===== src/bsp_pkg.sv =====
// Shared constants for the burst SRAM port and its controller
package bsp_pkg;
    localparam int ADDR_W       = 8;   // Default address width of the model array
    localparam int DATA_W       = 18;  // Default word width (18 or 36)
    localparam int LANE_W       = 9;   // Bits per byte lane
    localparam int BURST_LEN    = 4;   // Words per burst
    localparam int WR_LAT_EDGES = 2;   // Clock rises from write start to first data word
    localparam int RD_LAT_EDGES = 4;   // Clock rises from read start to first read word
    localparam int FIFO_DEPTH   = 8;   // Read data buffer depth
    localparam int AGE_W        = 3;   // Width of pending-operation age counters
    localparam int BEAT_W       = 2;   // Width of a burst beat index
    localparam int WR_SH_LEN    = 5;   // Controller write schedule length
    localparam int RD_SH_LEN    = 9;   // Controller read schedule length
    localparam int WR_GAP_BITS  = 4;   // Write schedule bits that block a new write
    localparam int RD_GAP_BITS  = 3;   // Read schedule bits that block a new read
    localparam int RD_CAP_FIRST = 5;   // Read schedule bit of first capture
    localparam int WR_DRV_FIRST = 1;   // Write schedule bit of first driven word
endpackage


===== src/bsp_if.sv =====
// Pin-level link between the burst SRAM and its memory controller
`timescale 1ns/1ps
interface bsp_if #(
    parameter int AW = bsp_pkg::ADDR_W,
    parameter int DW = bsp_pkg::DATA_W
);
    localparam int NB = DW / bsp_pkg::LANE_W;

    logic          k_run;                // Input clocks running
    logic          k_rise;               // This rise is the positive clock, else negative
    logic [AW-1:0] addr;                 // Shared address bus
    logic          read_port_select_n;   // Read start, low active
    logic          write_port_select_n;  // Write start, low active
    logic [NB-1:0] byte_write_select_n;  // Per-lane write enables, low active
    logic [DW-1:0] d;                    // Write data
    logic [DW-1:0] q;                    // Read data from the device
    logic          q_oe_n;               // Low while device drives q, high = floating

    modport sram (
        input  k_run, k_rise, addr, read_port_select_n, write_port_select_n,
        input  byte_write_select_n, d,
        output q, q_oe_n
    );
    modport ctrl (
        output k_run, k_rise, addr, read_port_select_n, write_port_select_n,
        output byte_write_select_n, d,
        input  q, q_oe_n
    );
endinterface


===== src/bsp_fifo.sv =====
// Parameterised valid/ready FIFO for read data
`timescale 1ns/1ps
module bsp_fifo #(
    parameter int W     = bsp_pkg::DATA_W,
    parameter int DEPTH = bsp_pkg::FIFO_DEPTH
) (
    input  wire logic                     clk_i,       // Clock
    input  wire logic                     reset_n_i,   // Async reset, low active
    input  wire logic                     in_valid_i,  // Push request
    output logic                          in_ready_o,  // Room available
    input  wire logic [W-1:0]             in_data_i,   // Push data
    output logic                          out_valid_o, // Data available
    input  wire logic                     out_ready_i, // Pop request
    output logic [W-1:0]                  out_data_o,  // Head data
    output logic [$clog2(DEPTH+1)-1:0]    level_o      // Words held
);
    localparam int PW = $clog2(DEPTH);
    localparam int CW = $clog2(DEPTH + 1);

    logic [W-1:0]  mem_q [DEPTH];
    logic [PW-1:0] wr_ptr_q;
    logic [PW-1:0] rd_ptr_q;
    logic [CW-1:0] count_q;
    logic          push;
    logic          pop;

    assign push        = in_valid_i && in_ready_o;
    assign pop         = out_valid_o && out_ready_i;
    assign in_ready_o  = (count_q != CW'(DEPTH));
    assign out_valid_o = (count_q != '0);
    assign out_data_o  = mem_q[rd_ptr_q];
    assign level_o     = count_q;

    // Storage, no reset needed
    always_ff @(posedge clk_i)
    begin
        if (push)
        begin
            mem_q[wr_ptr_q] <= in_data_i;
        end
    end

    // Pointers wrap at DEPTH so non power of two depths work
    always_ff @(posedge clk_i or negedge reset_n_i)
    begin
        if (!reset_n_i)
        begin
            wr_ptr_q <= '0;
            rd_ptr_q <= '0;
            count_q  <= '0;
        end
        else
        begin
            if (push)
            begin
                wr_ptr_q <= (wr_ptr_q == PW'(DEPTH - 1)) ? '0 : wr_ptr_q + 1'b1;
            end
            if (pop)
            begin
                rd_ptr_q <= (rd_ptr_q == PW'(DEPTH - 1)) ? '0 : rd_ptr_q + 1'b1;
            end
            count_q <= count_q + CW'(push) - CW'(pop);
        end
    end
endmodule


===== src/bsp_mem_ctrl.sv =====
// Memory controller end: issues bursts, feeds write words, buffers reads
`timescale 1ns/1ps
module bsp_mem_ctrl #(
    parameter int AW    = bsp_pkg::ADDR_W,
    parameter int DW    = bsp_pkg::DATA_W,
    parameter int DEPTH = bsp_pkg::FIFO_DEPTH
) (
    input  wire logic                      clk_i,        // Clock, one edge per link rise
    input  wire logic                      reset_n_i,    // Async reset, low active
    bsp_if.ctrl                            port,         // Pins toward the SRAM
    input  wire logic                      clk_stop_i,   // Request clock stop when idle
    input  wire logic                      cmd_valid_i,  // Command offered
    output logic                           cmd_ready_o,  // Command slot free
    input  wire logic                      cmd_write_i,  // 1 write burst, 0 read burst
    input  wire logic [AW-1:0]             cmd_addr_i,   // Burst start address
    input  wire logic [bsp_pkg::BURST_LEN*DW-1:0] cmd_wdata_i,  // Write words, word 0 low
    input  wire logic [bsp_pkg::BURST_LEN*(DW/bsp_pkg::LANE_W)-1:0] cmd_bws_n_i, // Lane selects
    output logic                           rd_valid_o,   // Read word available
    input  wire logic                      rd_ready_i,   // Read word taken
    output logic [DW-1:0]                  rd_data_o     // Read word
);
    localparam int NB = DW / bsp_pkg::LANE_W;
    localparam int BL = bsp_pkg::BURST_LEN;
    localparam int CW = $clog2(DEPTH + 1);
    localparam int SW = bsp_pkg::RD_SH_LEN;

    logic                     full_q;
    logic                     c_write_q;
    logic [AW-1:0]            c_addr_q;
    logic [BL*DW-1:0]         c_wdata_q;
    logic [BL*NB-1:0]         c_bws_q;
    logic [BL*DW-1:0]         w_data_q;
    logic [BL*NB-1:0]         w_bws_q;
    logic                     run_q;
    logic                     k_rise_q;
    logic [bsp_pkg::WR_SH_LEN-1:0] wr_sh_q;
    logic [SW-1:0]            rd_sh_q;
    logic [AW-1:0]            addr_q;
    logic                     rps_n_q;
    logic                     wps_n_q;
    logic [DW-1:0]            d_q;
    logic [NB-1:0]            bws_n_q;
    logic                     accept;
    logic                     slot;
    logic                     issue_rd;
    logic                     issue_wr;
    logic                     capture;
    logic                     fifo_in_ready;
    logic [CW-1:0]            fifo_level;
    logic [CW+3:0]            reserved;
    logic                     idle;

    // Words promised to reads in flight, counted conservatively
    always_comb
    begin
        reserved = (CW+4)'(fifo_level) + (CW+4)'(BL);
        for (int i = 0; i < SW; i++)
        begin
            reserved = reserved + (rd_sh_q[i] ? (CW+4)'(BL) : '0);
        end
    end

    // Issue only on an edge that the SRAM sees as a negative rise, so the select lands on the next positive rise
    assign slot     = run_q && !k_rise_q && full_q;
    assign issue_rd = slot && !c_write_q && (rd_sh_q[bsp_pkg::RD_GAP_BITS-1:0] == '0)
                      && fifo_in_ready && (reserved <= (CW+4)'(DEPTH));
    assign issue_wr = slot && c_write_q
                      && (wr_sh_q[bsp_pkg::WR_GAP_BITS-1:0] == '0);
    assign accept   = cmd_valid_i && cmd_ready_o;
    assign capture  = run_q && (rd_sh_q[SW-1:bsp_pkg::RD_CAP_FIRST] != '0);
    assign idle     = (rd_sh_q == '0) && (wr_sh_q == '0);

    // Command holding slot; ready comes from a register
    always_ff @(posedge clk_i or negedge reset_n_i)
    begin
        if (!reset_n_i)
        begin
            full_q      <= 1'b0;
            cmd_ready_o <= 1'b0;
            c_write_q   <= 1'b0;
            c_addr_q    <= '0;
            c_wdata_q   <= '0;
            c_bws_q     <= '1;
        end
        else
        begin
            full_q      <= (full_q && !(issue_rd || issue_wr)) || accept;
            cmd_ready_o <= !((full_q && !(issue_rd || issue_wr)) || accept);
            if (accept)
            begin
                c_write_q <= cmd_write_i;
                c_addr_q  <= cmd_addr_i;
                c_wdata_q <= cmd_wdata_i;
                c_bws_q   <= cmd_bws_n_i;
            end
        end
    end

    // Link clock model; stops only between bursts after a positive rise,
    // which leaves both clocks parked high
    always_ff @(posedge clk_i or negedge reset_n_i)
    begin
        if (!reset_n_i)
        begin
            run_q    <= 1'b0;
            k_rise_q <= 1'b0;
        end
        else if (!run_q)
        begin
            run_q <= !clk_stop_i;
        end
        else
        begin
            k_rise_q <= !k_rise_q;
            if (clk_stop_i && idle && k_rise_q && !(issue_rd || issue_wr))
            begin
                run_q <= 1'b0;
            end
        end
    end

    // Burst schedules; a set bit walks one place per link rise
    always_ff @(posedge clk_i or negedge reset_n_i)
    begin
        if (!reset_n_i)
        begin
            wr_sh_q  <= '0;
            rd_sh_q  <= '0;
            w_data_q <= '0;
            w_bws_q  <= '1;
        end
        else if (run_q)
        begin
            wr_sh_q <= {wr_sh_q[bsp_pkg::WR_SH_LEN-2:0], issue_wr};
            rd_sh_q <= {rd_sh_q[SW-2:0], issue_rd};
            if (issue_wr)
            begin
                w_data_q <= c_wdata_q;
                w_bws_q  <= c_bws_q;
            end
        end
    end

    // Pin drivers: selects low for one positive rise, words on both rises
    always_ff @(posedge clk_i or negedge reset_n_i)
    begin
        if (!reset_n_i)
        begin
            addr_q  <= '0;
            rps_n_q <= 1'b1;
            wps_n_q <= 1'b1;
            d_q     <= '0;
            bws_n_q <= '1;
        end
        else if (run_q)
        begin
            rps_n_q <= !issue_rd;
            wps_n_q <= !issue_wr;
            bws_n_q <= '1;
            if (issue_rd || issue_wr)
            begin
                addr_q <= c_addr_q;
            end
            for (int b = 0; b < BL; b++)
            begin
                if (wr_sh_q[bsp_pkg::WR_DRV_FIRST + b])
                begin
                    d_q     <= w_data_q[b*DW +: DW];
                    bws_n_q <= w_bws_q[b*NB +: NB];
                end
            end
        end
    end

    // Read words queue here; the user may stall, issue waits for room
    bsp_fifo #(
        .W     (DW),
        .DEPTH (DEPTH)
    ) u_rd_fifo (
        .clk_i       (clk_i),
        .reset_n_i   (reset_n_i),
        .in_valid_i  (capture),
        .in_ready_o  (fifo_in_ready),
        .in_data_i   (port.q),
        .out_valid_o (rd_valid_o),
        .out_ready_i (rd_ready_i),
        .out_data_o  (rd_data_o),
        .level_o     (fifo_level)
    );

    assign port.k_run               = run_q;
    assign port.k_rise              = k_rise_q;
    assign port.addr                = addr_q;
    assign port.read_port_select_n  = rps_n_q;
    assign port.write_port_select_n = wps_n_q;
    assign port.d                   = d_q;
    assign port.byte_write_select_n = bws_n_q;
endmodule


===== src/flat_wrapper.sv =====
// flat-port wrapper written by rule: the top's interface ports become plain ports
module bsp_mem_ctrl_flat 
#(
    parameter int AW    = bsp_pkg::ADDR_W,
    parameter int DW    = bsp_pkg::DATA_W,
    parameter int DEPTH = bsp_pkg::FIFO_DEPTH
)
  (clk_i, reset_n_i, clk_stop_i, cmd_valid_i, cmd_ready_o, cmd_write_i, cmd_addr_i, cmd_wdata_i, cmd_bws_n_i, rd_valid_o, rd_ready_i, rd_data_o, port_k_run, port_k_rise, port_addr, port_read_port_select_n, port_write_port_select_n, port_byte_write_select_n, port_d, port_q, port_q_oe_n);
  bsp_if #(.AW(AW), .DW(DW)) port_i ();
  input  wire logic clk_i;
  input  wire logic reset_n_i;
  input  wire logic clk_stop_i;
  input  wire logic cmd_valid_i;
  output logic cmd_ready_o;
  input  wire logic cmd_write_i;
  input  wire logic [AW-1:0] cmd_addr_i;
  input  wire logic [bsp_pkg::BURST_LEN*DW-1:0] cmd_wdata_i;
  input  wire logic [bsp_pkg::BURST_LEN*(DW/bsp_pkg::LANE_W)-1:0] cmd_bws_n_i;
  output logic rd_valid_o;
  input  wire logic rd_ready_i;
  output logic [DW-1:0] rd_data_o;
  output wire logic [$bits(port_i.k_run)-1:0] port_k_run;
  output wire logic [$bits(port_i.k_rise)-1:0] port_k_rise;
  output wire logic [$bits(port_i.addr)-1:0] port_addr;
  output wire logic [$bits(port_i.read_port_select_n)-1:0] port_read_port_select_n;
  output wire logic [$bits(port_i.write_port_select_n)-1:0] port_write_port_select_n;
  output wire logic [$bits(port_i.byte_write_select_n)-1:0] port_byte_write_select_n;
  output wire logic [$bits(port_i.d)-1:0] port_d;
  input wire logic [$bits(port_i.q)-1:0] port_q;
  input wire logic [$bits(port_i.q_oe_n)-1:0] port_q_oe_n;
  assign port_k_run = port_i.k_run;
  assign port_k_rise = port_i.k_rise;
  assign port_addr = port_i.addr;
  assign port_read_port_select_n = port_i.read_port_select_n;
  assign port_write_port_select_n = port_i.write_port_select_n;
  assign port_byte_write_select_n = port_i.byte_write_select_n;
  assign port_d = port_i.d;
  assign port_i.q = port_q;
  assign port_i.q_oe_n = port_q_oe_n;
  bsp_mem_ctrl #(.AW(AW), .DW(DW), .DEPTH(DEPTH)) u_core (.clk_i(clk_i), .reset_n_i(reset_n_i), .port(port_i), .clk_stop_i(clk_stop_i), .cmd_valid_i(cmd_valid_i), .cmd_ready_o(cmd_ready_o), .cmd_write_i(cmd_write_i), .cmd_addr_i(cmd_addr_i), .cmd_wdata_i(cmd_wdata_i), .cmd_bws_n_i(cmd_bws_n_i), .rd_valid_o(rd_valid_o), .rd_ready_i(rd_ready_i), .rd_data_o(rd_data_o));
endmodule

===== config.mk =====
export PLATFORM = sky130hd
export DESIGN_NAME = bsp_mem_ctrl_flat
export DESIGN_NICKNAME = d
export VERILOG_FILES = /design/src/bsp_pkg.sv /design/src/bsp_if.sv /design/src/bsp_fifo.sv /design/src/bsp_mem_ctrl.sv /design/src/flat_wrapper.sv
export SDC_FILE = /design/constraint.sdc
export NUM_CORES = 1
export LEC_CHECK = 0
export BUFFER_PORTS_ARGS = -buffer_cell sky130_fd_sc_hd__buf_4
export CORE_MARGIN = 5
export CORE_UTILIZATION = 50
export DETAILED_ROUTE_END_ITERATION = 10
export PLACE_DENSITY = 0.7
export SYNTH_ARGS = -nofsm -noshare
export SYNTH_HDL_FRONTEND = slang
export SYNTH_SLANG_ARGS = --single-unit

===== constraint.sdc =====
create_clock -name clk_i -period 6.86 [get_ports clk_i]
set_clock_uncertainty 0.15 [all_clocks]
set_input_delay 0.343 -clock clk_i [delete_from_list [all_inputs] [get_ports clk_i]]
set_output_delay 0.343 -clock clk_i [all_outputs]
set_load 0.02 [all_outputs]

# == Yosys cells after proc, flatten, opt, wreduce, memory -nomap -nowiden ==
# Memory sizes are Yosys's and may differ from the RTL's.
# Index checks and enable logic that the tools add are counted.
# totals
input_bits,113
regBits,227
word_cells,98
out_inout_bits,52
mem_bits_rw,144
mem_count,1
# op_classes
n_addsub,14
mux,23
reduce_logical,36
n_lt_le_gt_ge,1
eq_ne,3
# mem_list
name,words,word_bits,read_ports,rd_clocked_by_memory_dff,wr,line_no,text
u_core.u_rd_fifo.mem_q,8,18,1,0,1,bsp_fifo.sv:20,logic [W-1:0] mem_q [DEPTH];
# op_table
operator,count
adder 8 bit,9
2-to-1 mux 18 bit,4
2-to-1 mux 3 bit,11
logical AND 1 bit,17
nonzero test 4 bit,3
zero test 9 bit,1
less-or-equal comparator 8 x 4 -> 1 bit (second input constant),1
2-to-1 mux 2 bit,4
zero test 1 bit,7
adder 3 x 1 -> 3 bit (second input constant),2
== test 3 bit (second input constant),2
AND reduction 2 bit,3
adder 4 x 3 -> 5 bit (second input constant),1
zero test 5 bit,1
adder 4 x 1 -> 4 bit,1
zero test 4 bit,1
2-to-1 mux 1 bit,4
inequality test 4 bit (second input constant),1
subtractor 4 x 1 -> 4 bit,1
zero test 3 bit,1
logical OR 1 bit,2

# == Longest topological paths before layout ==
# Gate-level depths: netlist of the first run.
# logic_depth
ltp_word,17
mapped_depth,15
ltp_nobuf,13

# == Cells and area by module ==
# Synthesis of the first run repeated with hierarchy kept, for this count alone.
# unflattened
cells_unflattened,1098
hier_area_um2,15442.3
# modules_own_cells
mod,cells_each,area_per_inst_um2,seq_area_each_um2,n_inst
bsp_mem_ctrl,833,9290.2,5455.2,1
bsp_fifo,265,6152.2,4574.4,1

# == Least setup slack after synthesis of the first run ==
# OpenSTA, ideal clock, no wires.
# synth_path
path_type,flip-flop to flip-flop
from,reg u_core.u_rd_fifo.count_q[2] (netlist: u_core.u_rd_fifo.level_o[2])
to,reg u_core.full_q
path_stages_with_launch,14
required_time_ps,6590
synth_period_minus_slack_ps,3990
n_path_buf,1
setup_slack_ps,2870
arrival_ps,3720
setup_ps,120
path_cell_list,dfrtp_1 -> fa_1 -> inv_1 -> fa_1 -> inv_1 -> fa_1 -> inv_1 -> ha_1 -> fa_1 -> or2_2 -> o21ai_1 -> clkbuf_1 -> nand2_1 -> a31o_2
# synth_between
elab_chain_len,16
word_cells_on_any_way,18
cone_classes,add/sub (10); order compare (1); eq/ne (1); reduce/logical (6)
# synth_lines
item,line_no,text
"start, declared",bsp_fifo.sv:23,logic [CW-1:0] count_q;
"start signal, assigned",bsp_fifo.sv:62,count_q <= count_q + CW'(push) - CW'(pop);
adder 4 x 3 -> 5 bit,bsp_mem_ctrl.sv:56,reserved = (CW+4)'(fifo_level) + (CW+4)'(BL);
adder 8 bit (9 in a row),bsp_mem_ctrl.sv:59,reserved = reserved + (rd_sh_q[i] ? (CW+4)'(BL) : '0);
less-or-equal comparator 8 x 4 -> 1 bit,bsp_mem_ctrl.sv:66,&& fifo_in_ready && (reserved <= (CW+4)'(DEPTH));
logical AND 1 bit (*),bsp_mem_ctrl.sv:66,
logical OR 1 bit (*),bsp_mem_ctrl.sv:87,full_q <= (full_q && !(issue_rd || issue_wr)) || accept;
zero test 1 bit (*),bsp_mem_ctrl.sv:87,
logical AND 1 bit (*),bsp_mem_ctrl.sv:87,
logical OR 1 bit (*),bsp_mem_ctrl.sv:87,
"end signal, assigned",bsp_mem_ctrl.sv:87,
"end, declared",bsp_mem_ctrl.sv:27,logic full_q;
# Mark *: on every way between the ends. The rest lies on a longest branch, timed or not.
# A chain may end at the register's enable or synchronous reset.

# == Final worst setup path of the first run ==
# Same ends and word-level chain as after synthesis.

==> results of run 1 <==
-- worst register-to-register path: stages, from the launching register on --
cell,delay (ns)
dfrtp_1,0.44
fa_1,0.43
inv_1,0.09
fa_1,0.41
inv_1,0.09
fa_1,0.38
inv_1,0.07
ha_1,0.26
ha_1,0.30
a21o_1,0.16
o21ai_1,0.94
nand2_1,0.29
a31o_2,0.31
-- layout by cell type (no fill, tap or decap), types with 28 or more instances in the layout --
cell type,count
dfrtp_1,205
buf_4,178
edfxtp_1,144
mux2_2,117
dlygate4sd3_1,109
mux2_4,78
nand2_1,67
o21ai_0,54
clkbuf_16,41
mux4_2,36
mux2i_1,36
inv_1,28
-- cell type report --
| class | count | share of cell area |
|---|---|---|
| multi-input cells | 509 | 0.270 |
| well taps | 396 | 0.0252 |
| repair buffers | 289 | 0.125 |
| diodes | 2 | 0.000254 |
| flip-flops and latches | 371 | 0.509 |
| inverters | 28 | 0.00534 |
| clock buffers | 58 | 0.0569 |
| clock inverters | 10 | 0.00788 |
-- report_power, final --
part	switching [mW]	internal [mW]
clock network	0.816	1.28
registers	0.520	3.17
logic	1.77	1.92
-- logic make-up (layout without fill, tap and decap cells) --
| logic type | Yosys count | count (layout) | share of synthesized area |
|---|---|---|---|
| mux | 269 | 269 | 0.235 |
| buf+inv | 81 | 385 | 0.0241 |
| flops | 371 | 371 | 0.639 |
| fa+ha+maj | 34 | 34 | 0.0309 |
| simple gates | 115 | 115 | 0.0343 |
| other cells | 0 | 2 | 0 |
| compound gates | 88 | 88 | 0.0349 |
| xor+xnor | 3 | 3 | 0.00168 |
-- state kept, by name, summed over array words and instances, names as in the netlist --
name / flops
u_core.cmd_ready_o: 1
u_core.c_write_q: 1
u_core.c_wdata_q: 72
u_core.port.addr: 8
u_core.port.k_run: 1
u_core.u_rd_fifo.mem_q: 144
u_core.port.k_rise: 1
u_core.port.write_port_select_n: 1
u_core.port.d: 18
u_core.u_rd_fifo.wr_ptr_q: 3
u_core.u_rd_fifo.rd_ptr_q: 3
u_core.port.byte_write_select_n: 2
u_core.rd_sh_q: 9
u_core.w_data_q: 72
u_core.c_bws_q: 8
u_core.c_addr_q: 8
u_core.wr_sh_q: 5
u_core.u_rd_fifo.level_o: 4
u_core.full_q: 1
u_core.w_bws_q: 8
u_core.port.read_port_select_n: 1
-- metrics by stage --
step / hold WS [ns] / cells / area [sq um]
floorplan: -0.103 / 961 / 15700
global placement: 0.117 / 1484 / 17300
detailed placement: 0.118 / 1484 / 17300
CTS: 0.113 / 1661 / 19700
global route: 0.126 / 1663 / 19700
finish: 0.125 / 1663 / 19700
-- worst min-delay path by stage --
stage          startpoint                                       end  slack, ns  cells after the start
2_1_floorplan   reset_n_i            u_core.c_addr_q[0]$_DFFE_PN0P_      -0.10                      0
3_3_place_gp    reset_n_i            u_core.c_addr_q[6]$_DFFE_PN0P_       0.12                      1
3_5_place_dp    reset_n_i            u_core.c_addr_q[6]$_DFFE_PN0P_       0.12                      1
4_1_cts        rd_ready_i  u_core.u_rd_fifo.rd_ptr_q[2]$_DFFE_PN0P_       0.11                      3
5_1_grt        rd_ready_i  u_core.u_rd_fifo.rd_ptr_q[2]$_DFFE_PN0P_       0.13                      3
6_report       rd_ready_i  u_core.u_rd_fifo.rd_ptr_q[2]$_DFFE_PN0P_       0.12                      3
-- metal layers --
metal  up-vias  share of wire  global-route usage
li1       4112              -                   -
met4         2          0.020              0.0452
met2       215           0.50               0.307
met3        40          0.051              0.0364
met5         -        0.00035                   0
met1      4453           0.43               0.248
-- timing repair --
action,4_1_cts,5_1_grt
setup endpoints to repair,0,0
setup buffers,0,0
gates resized for setup,0,0
endpoints found under the hold margin,280,0
hold buffers,109,0
==> flow_summary.json, run 1 <==
{
  "yosysWarnings": 0,
  "area_growth_pct": 25.6,
  "yosys-top-cells-area": "dfrtp_1 33%, edfxtp_1 28%, mux2_2 8.4%",
  "synthFlopType": "dfrtp_1",
  "finalSetupTns_ns": 0,
  "ff_latch_area_sq_um": 10000,
  "start_kind": "register",
  "yosys.cell_count.top_type": "dfrtp_1",
  "yosysSeqAreaShare": 0.639,
  "regToRegStartpoint": "u_core.u_rd_fifo.level_o[2]$_DFF_PN0_",
  "tightestPinTransition_ns": 1.23,
  "yosysTopAreaCell": "dfrtp_1",
  "multiInputGateArea_sq_um": 5320,
  "syn_nets": 1108,
  "ir_worst_vdd_uv": 231,
  "cp_slowest_stage_delay_ns": 0.94,
  "powerDensity_nw_per_um2": 481,
  "clk_pin_slew_ns": 0.06,
  "portBuffers": 163,
  "path_cells": "fa_1 > inv_1 > fa_1 > inv_1 > fa_1 > inv_1 > ha_1 > ha_1 > a21o_1 > o21ai_1 > nand2_1 > a31o_2",
  "ant_nets": 0,
  "worst_setup_path_end_kind": "register",
  "path_buf_inv": 3,
  "grt_usage": 0.183,
  "start_util": 0.510,
  "syn_inst": 961,
  "vias_per_cell": 5.30,
  "slowest_stage": "o21ai_1",
  "first_pass_iters": 4,
  "antenna_found_initial": 3,
  "yosysTopAreaCellShare": 0.330,
  "htreeDepth": 2,
  "cts_tree": "built",
  "wire_per_inst_um": 19.2,
  "grt_pass1_vias": 9426,
  "grt_overflow_total": 0,
  "rsz0062_at_grt": "false",
  "maxSlewHeadroom": 0.172,
  "rows": 64,
  "dp_slack_ns": 2.42,
  "post-dp-hpwl_mm": 19.4,
  "crit_end": "u_core.full_q$_DFF_PN0_",
  "cts_root_buffer": "clkbuf_16",
  "cts.sinks": 371,
  "yosys_register_bits": 371,
  "dr_total_vias": 8822,
  "die_area_sq_um": 35000,
  "fin_ws_ns": 2.43,
  "hold_path_class": "in -> reg",
  "die_w_um": 187,
  "syn_area_sq_um": 15700,
  "maxCapViolCount": 0,
  "leakagePower_nw": 8.40,
  "path_max_fanout": 17,
  "cts_max_path_buffers": 3,
  "fmax_ghz": 0.226,
  "fillers": 2210,
  "synthDistinctLibCells": 51,
  "finalPower_mw": 9.47,
  "cts_made_buffers": 38,
  "final_layout_size_suffix_gt1_frac": 0.394,
  "slew_violations": 0,
  "synth_top_cells_by_count": "207 x dfrtp_1, 144 x edfxtp_1, 117 x mux2_2",
  "core_sq_um": 30700,
  "crit_required_ns": 7.11,
  "timing.final.crit_share": 0.646,
  "worst_skew_pair.late_latency_ns": 0.52,
  "worstSetupPathDepth": 12,
  "final_util": 0.641,
  "avgSynthCellArea_sq_um": 16.3,
  "cp-startpoint": "u_core.u_rd_fifo.level_o[2]$_DFF_PN0_",
  "drtIter0Drc": 588,
  "r2r_cells": 12,
  "die-height_um": 187,
  "reg2reg_slack_ns": 2.43,
  "grt_max_degree": 182,
  "path_delay_family": "adder cells",
  "criticalPathCategory": "reg -> reg",
  "wirelength_mm": 31.9,
  "synth_edf_count": 144,
  "layout.nets": 1384,
  "io_pins": 165,
  "gp_congestion": 0.775,
  "final-hold-violation-count": 0,
  "post-route-drc-count": 0,
  "ys_async_sr_fraction": 0.612,
  "crit_arrival_ns": 4.68,
  "r2r_end": "u_core.full_q$_DFF_PN0_",
  "grt_pass1_wl_mm": 52.0,
  "status": "finished clean",
  "period_needed_ns": 4.43,
  "setup_violations": 0
}
Note: power is estimated with default switching activity, not from simulation.
==> run 2, diff against run 1 <==
- clock period: 6.86 -> 4.4 ns (I/O delays scaled with it)
==> run 2 against run 1 <==
Fmax grew 13%. Largest power group unchanged. Sequential share of layout area grew 0.058 points. Cell count grew 0.54%.
==> flow_summary.json, run 2 (synthesis gave the netlist of run 1 again) <==
{
  "worst_skew_pair.late_latency_ns": 0.51,
  "grt_pass1_wl_mm": 52.4,
  "vias_per_cell": 5.31,
  "timing.final.crit_share": 0.893,
  "final_layout_size_suffix_gt1_frac": 0.397,
  "grt_pass1_vias": 9523,
  "gp_congestion": 0.815,
  "crit_required_ns": 4.65,
  "area_growth_pct": 25.4,
  "top_register": "u_core.u_rd_fifo.mem_q",
  "powerDensity_nw_per_um2": 745,
  "core_sq_um": 30700,
  "clkPwrFrac": 0.212,
  "dr_total_vias": 8875,
  "layout_common_cells": "205 x dfrtp_1, 185 x buf_4, 144 x edfxtp_1",
  "rows": 64,
  "antenna_found_initial": 5,
  "path_max_fanout": 17,
  "wire_per_inst_um": 19.3,
  "wirelength_mm": 32.3,
  "cts.sinks": 371,
  "hold_path_class": "in -> reg",
  "layout.nets": 1391,
  "grt_overflow_total": 0,
  "maxSlewHeadroom": 0.241,
  "fmax_ghz": 0.255,
  "final_util": 0.640,
  "comb_power_share": 0.392,
  "die_area_sq_um": 35000,
  "cts_max_path_buffers": 3,
  "grt_usage": 0.185,
  "drtIter0Drc": 526,
  "die-height_um": 187,
  "grt_max_degree": 113,
  "cts_root_buffer": "clkbuf_16",
  "fillers": 2214,
  "path_delay_family": "adder cells",
  "post-route-drc-count": 0,
  "criticalPathCategory": "reg -> reg",
  "finalSetupTns_ns": 0,
  "switching_share": 0.330,
  "largest_registers": "u_core.u_rd_fifo.mem_q (144), u_core.c_wdata_q (72), u_core.w_data_q (72)",
  "path_cells": "fa_1 > inv_1 > fa_1 > inv_1 > fa_1 > inv_1 > ha_1 > fa_1 > or2_2 > o21ai_1 > buf_4 > nand2_1 > a31o_2",
  "cts_tree": "built",
  "clk_pin_slew_ns": 0.06,
  "ir_worst_vdd_uv": 426,
  "leakagePower_nw": 8.42,
  "start_util": 0.510,
  "start_kind": "register",
  "first_pass_iters": 5,
  "path_buf_inv": 4,
  "internal_power_mw": 9.82,
  "cts_made_buffers": 39,
  "post-dp-hpwl_mm": 20.1,
  "htreeDepth": 2,
  "io_pins": 165,
  "ant_nets": 0,
  "period_needed_ns": 3.93,
  "rsz0062_at_grt": "false",
  "tightestPinTransition_ns": 1.14,
  "layout_commonest_cell": "dfrtp_1",
  "cp_slowest_stage_delay_ns": 0.45,
  "portBuffers": 163,
  "status": "finished clean",
  "die_w_um": 187,
  "setup_violations": 0,
  "maxCapViolCount": 0,
  "p_seq_frac": 0.396,
  "worst_path_most_repeated_cell": "fa_1",
  "crit_arrival_ns": 4.18,
  "slew_violations": 0,
  "final-hold-violation-count": 0,
  "slowest_stage": "dfrtp_1",
  "largest_reg_flops": 144,
  "power.switching_mw": 4.83,
  "worst_setup_path_end_kind": "register"
}
==> run 2: cell types whose count changed in the layout (fill, tap and decap cells not counted), sizes merged <==
cell	delta
diode	+3
clkbuf	-2
clkinvlp	-3
bufinv	-3
buf	+6
clkinv	+6
inv	+2
==> run 2: final cells by class <==
class	instances	area [sq um]	area share
Inverter	28	105	0.00534
Multi-Input combinational cell	509	5320	0.270
Sequential cell	371	10000	0.510
Clock inverter	12	90.1	0.00458
Clock buffer	56	1120	0.0570
Tap cell	396	495	0.0252
Timing Repair Buffer	295	2490	0.127
Antenna cell	5	12.5	0.000636
==> run 2: power by group through the flow <==
stage	clock, mW	sequential, mW	combinational [mW]
2_1_floorplan	0	5.61	4.28
5_1_grt	3.35	5.96	6.30
3_5_place_dp	0	5.86	5.72
6_report	3.10	5.81	5.74
4_1_cts	3.18	5.81	5.82
3_3_place_gp	0	5.82	5.56
==> run 2: per-layer routing <==
| layer | wire [um] | global-route usage | vias to the layer above |
|---|---|---|---|
| met5 | 0 | 0 | - |
| met4 | 776 | 0.0515 | 0 |
| met3 | 1640 | 0.0366 | 57 |
| met2 | 16000 | 0.314 | 220 |
| met1 | 13800 | 0.246 | 4482 |
| li1 | - | - | 4116 |
==> run 2: worst reg2reg max path, delay by kind of cell (launching register included) <==
family,cells,cell delay [ns]
adder cells (fa/ha/maj),5,1.93
AND/OR/NAND/NOR,2,0.45
flip-flops,1,0.45
AO/OA/AOI/OAI,2,0.35
buffers and inverters,4,0.49
==> run 2: stage by stage <==
stage	cells	cell area, sq um	hold slack (ns)	total power, mW	worst slack [ns]
2_1_floorplan	961	15700	-0.226	9.89	0.410
3_3_place_gp	1490	17400	0.207	11.4	0.546
3_5_place_dp	1490	17400	0.204	11.6	0.504
4_1_cts	1667	19700	0.00333	14.8	0.475
5_1_grt	1672	19700	0.0244	15.6	0.250
6_report	1672	19700	0.0121	14.6	0.471
==> run 2: repair_timing <==
action,in CTS,in global routing
endpoints found under the setup margin,0,0
gates resized for setup,0,0
hold endpoints to repair,323,0
setup buffers,0,0
hold buffers,109,0
==> run 2: worst paths after layout <==
check / startpoint / endpoint / slack (ns) / cells past startpoint
hold reg to reg: u_core.port.byte_write_select_n[0]$_DFFE_PN1P_ / u_core.port.byte_write_select_n[0]$_DFFE_PN1P_ / 0.34 / 2
setup / recovery: u_core.u_rd_fifo.level_o[2]$_DFF_PN0_ / u_core.full_q$_DFF_PN0_ / 0.47 / 13
setup reg to reg: u_core.u_rd_fifo.level_o[2]$_DFF_PN0_ / u_core.full_q$_DFF_PN0_ / 0.47 / 13
min in group asynchronous: reset_n_i / u_core.c_addr_q[6]$_DFFE_PN0P_ / 0.19 / 2
max in group asynchronous: reset_n_i / u_core.w_data_q[40]$_DFFE_PN0P_ / 2.75 / 3
hold / removal: rd_ready_i / u_core.u_rd_fifo.rd_ptr_q[1]$_DFFE_PN0P_ / 0.01 / 3
